File: src/core/crs_regs.svh
`ifndef CRS_REGS_SVH
`define CRS_REGS_SVH

// Byte offsets of the register window on the bus
`define CRS_OFS_DATA0 12'h000
`define CRS_OFS_DATA1 12'h004
`define CRS_OFS_DATA2 12'h008
`define CRS_OFS_DATA3 12'h00c
`define CRS_OFS_ADDR0 12'h010
`define CRS_OFS_ADDR1 12'h014
`define CRS_OFS_FRAME 12'h018
`define CRS_OFS_VTB 12'h01c
`define CRS_OFS_PC 12'h020
`define CRS_OFS_USER_SP 12'h024
`define CRS_OFS_IRQ_SP 12'h028
`define CRS_OFS_STATIC 12'h02c
`define CRS_OFS_FLAGS 12'h030

// Flag word bit positions
`define CRS_FLAG_CARRY 0
`define CRS_FLAG_DEBUG 1
`define CRS_FLAG_ZERO 2
`define CRS_FLAG_SIGN 3
`define CRS_FLAG_BANK 4
`define CRS_FLAG_OVF 5
`define CRS_FLAG_STACK 7

`define CRS_FLAG_RESET 11'h000
`define CRS_W16_RESET 16'h0000
`define CRS_W20_RESET 20'h00000
`define CRS_W32_ZERO 32'h0000_0000

`endif

File: src/core/crs_pkg.sv
package crs_pkg;
  typedef logic [15:0] crs_word_t;
  typedef logic [19:0] crs_addr_t;
  typedef logic [10:0] crs_flags_t;
  // Register selector used by the datapath write and read ports
  typedef enum logic [3:0] {
    CRS_SEL_DATA0 = 4'h0,
    CRS_SEL_DATA1 = 4'h1,
    CRS_SEL_DATA2 = 4'h2,
    CRS_SEL_DATA3 = 4'h3,
    CRS_SEL_ADDR0 = 4'h4,
    CRS_SEL_ADDR1 = 4'h5,
    CRS_SEL_FRAME = 4'h6,
    CRS_SEL_USER_SP = 4'h7,
    CRS_SEL_IRQ_SP = 4'h8,
    CRS_SEL_STATIC = 4'h9,
    CRS_SEL_SP = 4'ha
  } crs_sel_e;
  // Byte-write lane select for the two splittable data registers
  typedef enum logic [1:0] {
    CRS_LANE_WORD = 2'h0,
    CRS_LANE_LOW = 2'h1,
    CRS_LANE_HIGH = 2'h3
  } crs_lane_e;
  // AHB data-phase tracker
  typedef enum logic [1:0] {
    CRS_BUS_IDLE = 2'h0,
    CRS_BUS_WRITE = 2'h1,
    CRS_BUS_READ = 2'h3
  } crs_bus_e;
endpackage : crs_pkg

File: src/core/crs_register_set.sv
`timescale 1ns/100ps
`include "crs_regs.svh"
// How it works
// [RULE1] Thirteen registers; seven form one bank
// [RULE2] Two banks, bank flag picks one
// [RULE3] Data registers 16-bit; first two split bytes
// [RULE4] Data 2:0 and 3:1 form 32-bit pairs
// [RULE5] Address registers 16-bit, pair 1:0 32-bit
// [RULE6] Frame base is 16-bit frame pointer
// [RULE7] Vector table base is 20-bit
// [RULE8] Program counter is 20-bit next address
// [RULE9] Two stack pointers, stack flag selects
// [RULE10] Static base is 16-bit base pointer
// [RULE11] Flag word is 11-bit status register
// [RULE12] Carry takes ALU carry, borrow, shift-out
// [RULE13] Debug flag kept zero by software
// [RULE14] Zero flag set on zero result
// [RULE15] Sign flag set on negative result
// [RULE16] Overflow flag set on signed overflow
// [RULE17] Fixed flag positions; reset clears whole word
module crs_register_set (
  input wire logic hclk,
  input wire logic hresetn,
  // AHB-Lite slave
  input wire logic hsel,
  input wire logic [11:0] haddr,
  input wire logic [1:0] htrans,
  input wire logic hwrite,
  input wire logic [2:0] hsize,
  input wire logic [31:0] hwdata,
  input wire logic hready,
  output logic hreadyout,
  output logic hresp,
  output logic [31:0] hrdata,
  // Datapath write port
  input wire logic dp_wr_en,
  input wire crs_pkg::crs_sel_e dp_wr_sel,
  input wire crs_pkg::crs_lane_e dp_wr_lane,
  input wire crs_pkg::crs_word_t dp_wr_data,
  // Datapath 32-bit pair writes
  input wire logic dp_pair_wr_en,
  input wire logic [1:0] dp_pair_sel,
  input wire logic [31:0] dp_pair_data,
  // Program counter and vector base
  input wire logic pc_load,
  input wire crs_pkg::crs_addr_t pc_next,
  input wire logic vtb_load,
  input wire crs_pkg::crs_addr_t vtb_next,
  // Flag word updates from the ALU
  input wire logic alu_flags_en,
  input wire logic alu_carry,
  input wire crs_pkg::crs_word_t alu_result,
  input wire logic alu_byte,
  input wire logic alu_overflow,
  input wire logic flags_load,
  input wire crs_pkg::crs_flags_t flags_next,
  // Read port
  input wire crs_pkg::crs_sel_e dp_rd_sel,
  output crs_pkg::crs_word_t dp_rd_data,
  output logic [31:0] data_pair_low_32,
  output logic [31:0] data_pair_high_32,
  output logic [31:0] addr_pair_32,
  output crs_pkg::crs_addr_t program_counter,
  output crs_pkg::crs_addr_t vector_table_base,
  output crs_pkg::crs_word_t frame_base,
  output crs_pkg::crs_word_t static_base,
  output crs_pkg::crs_word_t active_stack_ptr,
  output crs_pkg::crs_flags_t cpu_flags
);
  import crs_pkg::*;

  ////////////////////////////////////////////////////////////////////////////
  // Storage: banked set indexed by bank and slot
  crs_word_t bank_regs [0:1][0:6]; // [RULE1] [RULE2]
  crs_word_t user_stack_ptr;
  crs_word_t irq_stack_ptr;
  crs_word_t static_base_q;
  crs_addr_t pc_q;
  crs_addr_t vtb_q;
  crs_flags_t flags_q;
  logic bank;
  logic sp_sel;

  // Bus data-phase state
  crs_bus_e bus_state;
  logic [11:0] bus_addr;

  assign bank = flags_q[`CRS_FLAG_BANK]; // [RULE2]
  assign sp_sel = flags_q[`CRS_FLAG_STACK]; // [RULE9]

  ////////////////////////////////////////////////////////////////////////////
  // Bus write decode: returns selector for an offset, or no hit
  function automatic logic [4:0] crs_decode(input logic [11:0] a);
    logic [4:0] r;
    r = 5'h1f;
    case (a)
      `CRS_OFS_DATA0: r = 5'h00;
      `CRS_OFS_DATA1: r = 5'h01;
      `CRS_OFS_DATA2: r = 5'h02;
      `CRS_OFS_DATA3: r = 5'h03;
      `CRS_OFS_ADDR0: r = 5'h04;
      `CRS_OFS_ADDR1: r = 5'h05;
      `CRS_OFS_FRAME: r = 5'h06;
      `CRS_OFS_USER_SP: r = 5'h07;
      `CRS_OFS_IRQ_SP: r = 5'h08;
      `CRS_OFS_STATIC: r = 5'h09;
      `CRS_OFS_VTB: r = 5'h10;
      `CRS_OFS_PC: r = 5'h11;
      `CRS_OFS_FLAGS: r = 5'h12;
      default: r = 5'h1f;
    endcase
    return r;
  endfunction : crs_decode

  // Merge a byte lane into a word
  function automatic crs_word_t crs_merge(input crs_word_t old, input crs_word_t nw,
                                          input crs_lane_e lane);
    crs_word_t r;
    case (lane)
      CRS_LANE_LOW: r = {old[15:8], nw[7:0]};
      CRS_LANE_HIGH: r = {nw[7:0], old[7:0]};
      default: r = nw;
    endcase
    return r;
  endfunction : crs_merge

  logic [4:0] bus_wsel;
  logic bus_wr;
  logic rd_addr;
  logic rd_stall;
  logic rd_take;
  assign bus_wsel = crs_decode(bus_addr);
  assign bus_wr = (bus_state == CRS_BUS_WRITE);

  // A read right behind a write would see the old value, so it waits one
  // cycle for the write to land and is then taken from the held address.
  assign rd_addr = hready && hsel && htrans[1] && !hwrite;
  assign rd_stall = rd_addr && bus_wr;
  assign rd_take = (rd_addr && !bus_wr) || (!hreadyout && bus_state == CRS_BUS_READ);

  ////////////////////////////////////////////////////////////////////////////
  // Bus phase tracking; always OKAY
  // A stalled data phase keeps its state until hready returns
  always_ff @(posedge hclk or negedge hresetn) begin
    if (!hresetn) begin
      bus_state <= CRS_BUS_IDLE;
      bus_addr <= 12'h000;
    end else if (hready) begin
      if (hsel && htrans[1]) begin
        bus_state <= hwrite ? CRS_BUS_WRITE : CRS_BUS_READ;
        bus_addr <= haddr;
      end else begin
        bus_state <= CRS_BUS_IDLE;
      end
    end
  end

  always_ff @(posedge hclk or negedge hresetn) begin
    if (!hresetn) begin
      hreadyout <= 1'b1;
      hresp <= 1'b0;
    end else begin
      hreadyout <= !rd_stall;
      hresp <= 1'b0;
    end
  end

  ////////////////////////////////////////////////////////////////////////////
  // Banked registers: bus write, datapath write, 32-bit pair writes
  // Bus write wins over datapath in the same cycle; software debug access.
  always_ff @(posedge hclk or negedge hresetn) begin
    if (!hresetn) begin
      for (int b = 0; b < 2; b++) begin
        for (int s = 0; s < 7; s++) begin
          bank_regs[b][s] <= `CRS_W16_RESET;
        end
      end
    end else if (bus_wr && bus_wsel < 5'h07) begin
      bank_regs[bank][bus_wsel[2:0]] <= hwdata[15:0]; // [RULE2]
    end else if (dp_pair_wr_en) begin
      case (dp_pair_sel)
        2'h0: begin
          bank_regs[bank][2] <= dp_pair_data[31:16]; // [RULE4]
          bank_regs[bank][0] <= dp_pair_data[15:0];
        end
        2'h1: begin
          bank_regs[bank][3] <= dp_pair_data[31:16]; // [RULE4]
          bank_regs[bank][1] <= dp_pair_data[15:0];
        end
        default: begin
          bank_regs[bank][5] <= dp_pair_data[31:16]; // [RULE5]
          bank_regs[bank][4] <= dp_pair_data[15:0];
        end
      endcase
    end else if (dp_wr_en && dp_wr_sel <= CRS_SEL_FRAME) begin
      // Only the first two data registers split into bytes
      if (dp_wr_sel <= CRS_SEL_DATA1) begin
        bank_regs[bank][dp_wr_sel[2:0]] <=
          crs_merge(bank_regs[bank][dp_wr_sel[2:0]], dp_wr_data, dp_wr_lane); // [RULE3]
      end else begin
        bank_regs[bank][dp_wr_sel[2:0]] <= dp_wr_data; // [RULE5] [RULE6]
      end
    end
  end

  ////////////////////////////////////////////////////////////////////////////
  // Stack pointers and static base
  logic dp_sp_wr;
  assign dp_sp_wr = dp_wr_en && dp_wr_sel == CRS_SEL_SP;

  always_ff @(posedge hclk or negedge hresetn) begin
    if (!hresetn) begin
      user_stack_ptr <= `CRS_W16_RESET;
      irq_stack_ptr <= `CRS_W16_RESET;
    end else if (bus_wr && (bus_wsel == 5'h07 || bus_wsel == 5'h08)) begin
      if (bus_wsel == 5'h07) begin
        user_stack_ptr <= hwdata[15:0];
      end else begin
        irq_stack_ptr <= hwdata[15:0];
      end
    end else if (dp_wr_en) begin
      // Active stack writes follow the stack flag
      if (dp_wr_sel == CRS_SEL_USER_SP || (dp_sp_wr && sp_sel)) begin
        user_stack_ptr <= dp_wr_data; // [RULE9]
      end else if (dp_wr_sel == CRS_SEL_IRQ_SP || (dp_sp_wr && !sp_sel)) begin
        irq_stack_ptr <= dp_wr_data; // [RULE9]
      end
    end
  end

  always_ff @(posedge hclk or negedge hresetn) begin
    if (!hresetn) begin
      static_base_q <= `CRS_W16_RESET;
    end else if (bus_wr && bus_wsel == 5'h09) begin
      static_base_q <= hwdata[15:0];
    end else if (dp_wr_en && dp_wr_sel == CRS_SEL_STATIC) begin
      static_base_q <= dp_wr_data; // [RULE10]
    end
  end

  ////////////////////////////////////////////////////////////////////////////
  // Program counter and vector table base
  always_ff @(posedge hclk or negedge hresetn) begin
    if (!hresetn) begin
      pc_q <= `CRS_W20_RESET;
    end else if (bus_wr && bus_wsel == 5'h11) begin
      pc_q <= hwdata[19:0];
    end else if (pc_load) begin
      pc_q <= pc_next; // [RULE8]
    end
  end

  always_ff @(posedge hclk or negedge hresetn) begin
    if (!hresetn) begin
      vtb_q <= `CRS_W20_RESET;
    end else if (bus_wr && bus_wsel == 5'h10) begin
      vtb_q <= hwdata[19:0];
    end else if (vtb_load) begin
      vtb_q <= vtb_next; // [RULE7]
    end
  end

  ////////////////////////////////////////////////////////////////////////////
  // Flag word. Whole-word load first, then ALU results on top of it.
  crs_flags_t next_flags;
  logic res_zero;
  logic res_neg;
  assign res_zero = alu_byte ? (alu_result[7:0] == 8'h00) : (alu_result == 16'h0000);
  assign res_neg = alu_byte ? alu_result[7] : alu_result[15];

  always_comb begin
    next_flags = flags_q;
    if (bus_wr && bus_wsel == 5'h12) begin
      next_flags = hwdata[10:0]; // [RULE11]
    end else if (flags_load) begin
      next_flags = flags_next;
    end
    // Debug flag is plain storage; the datapath keeps it clear
    if (alu_flags_en) begin
      next_flags[`CRS_FLAG_CARRY] = alu_carry; // [RULE12]
      next_flags[`CRS_FLAG_ZERO] = res_zero; // [RULE14]
      next_flags[`CRS_FLAG_SIGN] = res_neg; // [RULE15]
      next_flags[`CRS_FLAG_OVF] = alu_overflow; // [RULE16]
    end
  end

  always_ff @(posedge hclk or negedge hresetn) begin
    if (!hresetn) begin
      flags_q <= `CRS_FLAG_RESET; // [RULE17]
    end else begin
      flags_q <= next_flags; // [RULE17]
    end
  end

  ////////////////////////////////////////////////////////////////////////////
  // Registered outputs; they show state one edge after it changes

  always_ff @(posedge hclk or negedge hresetn) begin
    if (!hresetn) begin
      cpu_flags <= `CRS_FLAG_RESET;
      program_counter <= `CRS_W20_RESET;
      vector_table_base <= `CRS_W20_RESET;
      static_base <= `CRS_W16_RESET;
    end else begin
      cpu_flags <= flags_q;
      program_counter <= pc_q;
      vector_table_base <= vtb_q;
      static_base <= static_base_q;
    end
  end

  always_ff @(posedge hclk or negedge hresetn) begin
    if (!hresetn) begin
      data_pair_low_32 <= `CRS_W32_ZERO;
      data_pair_high_32 <= `CRS_W32_ZERO;
      addr_pair_32 <= `CRS_W32_ZERO;
      frame_base <= `CRS_W16_RESET;
      active_stack_ptr <= `CRS_W16_RESET;
    end else begin
      data_pair_low_32 <= {bank_regs[bank][2], bank_regs[bank][0]}; // [RULE4]
      data_pair_high_32 <= {bank_regs[bank][3], bank_regs[bank][1]}; // [RULE4]
      addr_pair_32 <= {bank_regs[bank][5], bank_regs[bank][4]}; // [RULE5]
      frame_base <= bank_regs[bank][6]; // [RULE6]
      active_stack_ptr <= sp_sel ? user_stack_ptr : irq_stack_ptr; // [RULE9]
    end
  end

  always_ff @(posedge hclk or negedge hresetn) begin
    if (!hresetn) begin
      dp_rd_data <= `CRS_W16_RESET;
    end else begin
      case (dp_rd_sel)
        CRS_SEL_USER_SP: dp_rd_data <= user_stack_ptr;
        CRS_SEL_IRQ_SP: dp_rd_data <= irq_stack_ptr;
        CRS_SEL_STATIC: dp_rd_data <= static_base_q;
        CRS_SEL_SP: dp_rd_data <= sp_sel ? user_stack_ptr : irq_stack_ptr;
        default: begin
          if (dp_rd_sel <= CRS_SEL_FRAME) begin
            dp_rd_data <= bank_regs[bank][dp_rd_sel[2:0]];
          end else begin
            dp_rd_data <= `CRS_W16_RESET;
          end
        end
      endcase
    end
  end

  ////////////////////////////////////////////////////////////////////////////
  // Bus read data, registered at the address phase or at the end of the wait
  // Unmapped reads zero
  logic [4:0] rd_sel;
  assign rd_sel = hreadyout ? crs_decode(haddr) : bus_wsel;

  always_ff @(posedge hclk or negedge hresetn) begin
    if (!hresetn) begin
      hrdata <= `CRS_W32_ZERO;
    end else if (rd_take) begin
      if (rd_sel < 5'h07) begin
        hrdata <= {16'h0000, bank_regs[bank][rd_sel[2:0]]};
      end else begin
        case (rd_sel)
          5'h07: hrdata <= {16'h0000, user_stack_ptr};
          5'h08: hrdata <= {16'h0000, irq_stack_ptr};
          5'h09: hrdata <= {16'h0000, static_base_q};
          5'h10: hrdata <= {12'h000, vtb_q};
          5'h11: hrdata <= {12'h000, pc_q};
          5'h12: hrdata <= {21'h000000, flags_q};
          default: hrdata <= `CRS_W32_ZERO;
        endcase
      end
    end
  end

endmodule : crs_register_set

File: config.mk
export PLATFORM = sky130hd
export DESIGN_NAME = crs_register_set
export DESIGN_NICKNAME = d
export VERILOG_FILES = /design/src/core/crs_pkg.sv /design/src/core/crs_register_set.sv
export VERILOG_INCLUDE_DIRS = /design/src /design/src/core
export SDC_FILE = /design/constraint.sdc
export NUM_CORES = 2
export LEC_CHECK = 0
export BUFFER_PORTS_ARGS = -buffer_cell sky130_fd_sc_hd__buf_4
export CAP_MARGIN = 20
export CELL_PAD_IN_SITES_DETAIL_PLACEMENT = 0
export CELL_PAD_IN_SITES_GLOBAL_PLACEMENT = 1
export CORE_ASPECT_RATIO = 1.2
export CORE_MARGIN = 2
export CORE_UTILIZATION = 45
export CTS_CLUSTER_DIAMETER = 60
export DETAILED_ROUTE_END_ITERATION = 16
export GPL_TIMING_DRIVEN = 0
export PLACE_DENSITY = 0.84
export SLEW_MARGIN = 40
export SYNTH_ARGS = -nofsm -noshare
export SYNTH_HDL_FRONTEND = slang
export SYNTH_SLANG_ARGS = --single-unit
export TNS_END_PERCENT = 20
File: constraint.sdc
create_clock -name hclk -period 4 [get_ports hclk]
set_clock_uncertainty 0.2 [all_clocks]
set_input_delay 0.2 -clock hclk [delete_from_list [all_inputs] [get_ports hclk]]
set_output_delay 0.2 -clock hclk [all_outputs]
set_load 0.02 [all_outputs]
==> key figures <==
Outcome
  • Run status: finished, violations left
  • Failing checks: negative hold slack, negative setup slack

Die
  • Row Count: 103
  • Initial core utilization: 45.27%
  • I/O pins: 435
  • Core area: 65,470 um^2
  • Die Y: 285.1 um
  • Die area: 67,940 um^2
  • Die X: 238.3 um

Placed design
  • DP HPWL: 128,100 um
  • GP Congestion: 1.108
  • Port Buffers: 388
  • Place WS: -1.180 ns

Yosys
  • Post-Syn Instances: 2,939
  • Netlist cell types: 92
  • Register area share after synthesis: 48.05%
  • Synth warnings: 0
  • EDFF count, synth: 0
  • Synthesized cell area: 29,640 um^2
  • Synth Register Bits: 569
  • Ys async rst share: 100.0%
  • Post-Syn Area per Cell: 10.08 um^2
  • Synth Flop Type: dfrtp_1

Global routing
  • Vias in the first global route: 30,804
  • Total GRT Usage: 51.05%
  • Largest net degree at the start of global routing: 82
  • Initial antenna violation count: 25
  • First-pass GRT wire length: 241,400 um
  • GRT overflow: 0

Timing
  • Fin crit share: 103.7%
  • Fmax: 0.2411 GHz
  • Final setup violation count: 40
  • Max-slew violations: 0
  • WHS: -0.01768 ns
  • Unrepaired setup endpoints after global routing: true
  • Fin. Hold Viols: 3
  • Tmin final: 4.147 ns
  • Worst-Margin Slew: 1.093 ns
  • TNS Setup: -1.593 ns
  • Setup ws final: -0.1470 ns
  • Rel. slew slack: 27.12%

Min path
  • Worst Hold Class: input pin to flip-flop
  • Hold EP: pc_q[13]
  • HP Start: pc_load
  • Worst Hold Depth: 3

Worst setup path
  • Reg2Reg Setup Slack: -0.15 ns
  • CP Cell Sequence: buf_4, clkbuf_4, buf_4, buf_4, buf_2, mux2_2, mux2i_1, o221ai_1, o21ai_0, o21ai_0
  • Crit-path slowest cell: buf_2
  • CP Data Required Time: 4.30 ns
  • WS Path Type: flip-flop to flip-flop
  • Most frequent CP cell: buf_4
  • Worst-path maximum fanout: 10
  • CP arrival: 4.45 ns
  • Worst R2R Path Depth: 10
  • Crit end category: flip-flop
  • Critical path startpoint category: flip-flop
  • Reg-to-reg endpoint: dp_rd_data[14]
  • Worst reg2reg startpoint: flags_q[4]
  • Max stage delay on crit path: 0.48 ns

Layout
  • Core Util, Final: 58.91%
  • Area of the multi-input gates: 14,300 um^2
  • Fillers: 5,391
  • Sequential cell area: 14,240 um^2
  • Final Net Count: 3,797
  • Layout cells sized above 1: 24.76%
  • P&R area growth vs syn: 30.13%

Clock network
  • Max clock buf depth: 3
  • Clock latency on the worst-skew pair: 0.67 ns
  • CTS clk-pin slew, worst paths: 0.07 ns
  • H-tree depth: 2
  • TritonCTS buffer count: 59
  • Root Driver: clkbuf_16
  • CTS tree: yes
  • Clock Sinks: 569

Power and ir drop
  • Pwr Density: 461.0 nW/um^2
  • IR Drop Worst-Case VDD: 0.3119 mV
  • Leak: 17.01 nW

Drt
  • DR vias/cell: 7.036
  • Antenna Violating Nets Remaining: 0
  • Routed Wire Length: 175,900 um
  • Drc violations: 0
  • Routed len/inst: 39.00 um
  • DR iter-0 viols: 4,706
  • TritonRoute pass-1 iters: 10
  • Via count: 31,725

Run
  • MaxCap Viol Count: 0
==> logic make-up after synthesis <==
group	after synthesis	share of synthesized area, %
buffers and inverters	349	5.176
DFF	569	48.05
AOI/OAI and AO/OA	993	24.03
other	1	0.01265
xor gates and xnor gates	1	0.02956
and+or+nand+nor	733	11.55
muxes	293	11.15
==> cell usage after synthesis (all sizes together), types with 16 or more instances <==
cell type | n | area, um^2
a31oi | 22 | 137.6
o22ai | 29 | 187.7
mux2i | 150 | 1501
nor4 | 18 | 182.7
dfrtp | 568 | 14210
nand3 | 34 | 182.7
a221o | 32 | 320.3
buf | 118 | 665.6
o211ai | 34 | 255.2
o221ai | 24 | 210.2
and3 | 16 | 101.4
clkbuf | 159 | 598.1
o2bb2ai | 42 | 367.9
mux2 | 126 | 1419
inv | 72 | 270.3
o21ai | 251 | 1260
a22oi | 73 | 548.0
nor2b | 27 | 168.9
a211oi | 18 | 147.6
a21oi | 150 | 773.2
a222oi | 54 | 540.5
a221oi | 70 | 644.4
nor3 | 27 | 161.4
and2 | 34 | 212.7
mux4 | 17 | 382.9
nor2 | 149 | 578.1
nand2 | 371 | 1405
a22o | 111 | 972.2
==> layout by cell type, fill, tap and decap left out, types with 32 or more instances in the layout <==
master,instances
inv_1,72
a22oi_1,73
nand2_1,363
a221o_1,32
mux2_2,124
nor2_1,133
clkbuf_1,138
dlygate4sd3_1,183
clkbuf_16,60
a222oi_1,54
o211ai_1,34
mux2i_1,148
buf_2,75
nand3_1,33
o21ai_0,230
a21oi_1,145
a22o_1,111
o2bb2ai_1,42
a221oi_1,64
and2_1,32
dfrtp_1,568
buf_4,418
==> how the worst max path moves through the flow <==
stage / startpoint / endpoint / slack (ns)
floorplan: bus_addr[7] / hrdata[11] / 1.03
global placement: hresetn / bank_regs[174] / -3.55
detailed placement: flags_q[4] / hrdata[13] / -1.18
CTS: bus_addr[5] / bank_regs[80] / -0.01
global route: bus_addr[7] / flags_q[2] / -0.09
finish: flags_q[4] / dp_rd_data[14] / -0.15
==> critical path: cells and delay by family, from the launching register on <==
kind | cells | cell delay [ns]
buffers and inverters | 5 | 1.72
AO/OA/AOI/OAI | 3 | 0.77
multiplexers | 2 | 0.78
flip-flops | 1 | 0.46
==> sequential cells by signal, summed over array words and instances, names as in the netlist <==
| register | cells |
|---|---|
| data_pair_low_32 | 32 |
| bank_regs | 224 |
| flags_q | 11 |
| program_counter | 20 |
| irq_stack_ptr | 16 |
| hrdata | 20 |
| hreadyout | 1 |
| dp_rd_data | 16 |
| pc_q | 20 |
| bus_addr | 12 |
| vector_table_base | 20 |
| addr_pair_32 | 32 |
| static_base | 16 |
| vtb_q | 20 |
| user_stack_ptr | 16 |
| bus_state | 2 |
| active_stack_ptr | 16 |
| frame_base | 16 |
| cpu_flags | 11 |
| data_pair_high_32 | 32 |
| static_base_q | 16 |
==> layer usage <==
layer / wire length [um] / up-vias / share of wire [%] / track usage [%]
met5: 159 / - / 0.090 / 0
met4: 20790 / 24 / 12 / 47.34
met3: 21790 / 1008 / 12 / 18.58
met2: 74920 / 2897 / 43 / 76.03
met1: 58200 / 15485 / 33 / 56.69
li1: - / 12311 / - / -
==> final cells by class <==
type / instances / area share, %
Multi-Input combinational cell: 2033 / 37.07
Sequential cell: 569 / 36.92
Timing Repair Buffer: 595 / 13.25
Clock buffer: 80 / 4.399
Buffer: 277 / 3.540
Tap cell: 840 / 2.725
Clock inverter: 29 / 1.307
Inverter: 72 / 0.7008
Antenna cell: 14 / 0.09084
==> per-stage QoR <==
step	hold slack, ns	power (mW)	instance area, um^2	instances
6_report	-0.01768	17.78	38570	4509
5_1_grt	0.009086	18.09	38540	4497
4_1_cts	0.0007071	17.41	38260	4490
3_5_place_dp	-0.1242	10.98	34090	4196
3_3_place_gp	0.1841	10.86	33650	4179
2_1_floorplan	-0.2956	8.843	29680	2951
==> timing repair <==
item	in CTS	in global routing
pin swaps	2	2
resized for setup	43	46
hold buffers	184	0
cloned	0	0
endpoints found under the hold margin	568	0
buffers inserted	1	2
setup endpoints to repair	224	150
==> where the power goes <==
group | switching (mW) | internal (mW) | total, mW
clock | 2.64 | 3.71 | 6.36
sequential | 0.616 | 6.50 | 7.12
combinational | 2.78 | 1.52 | 4.30
(Power assumes the default switching activity.)
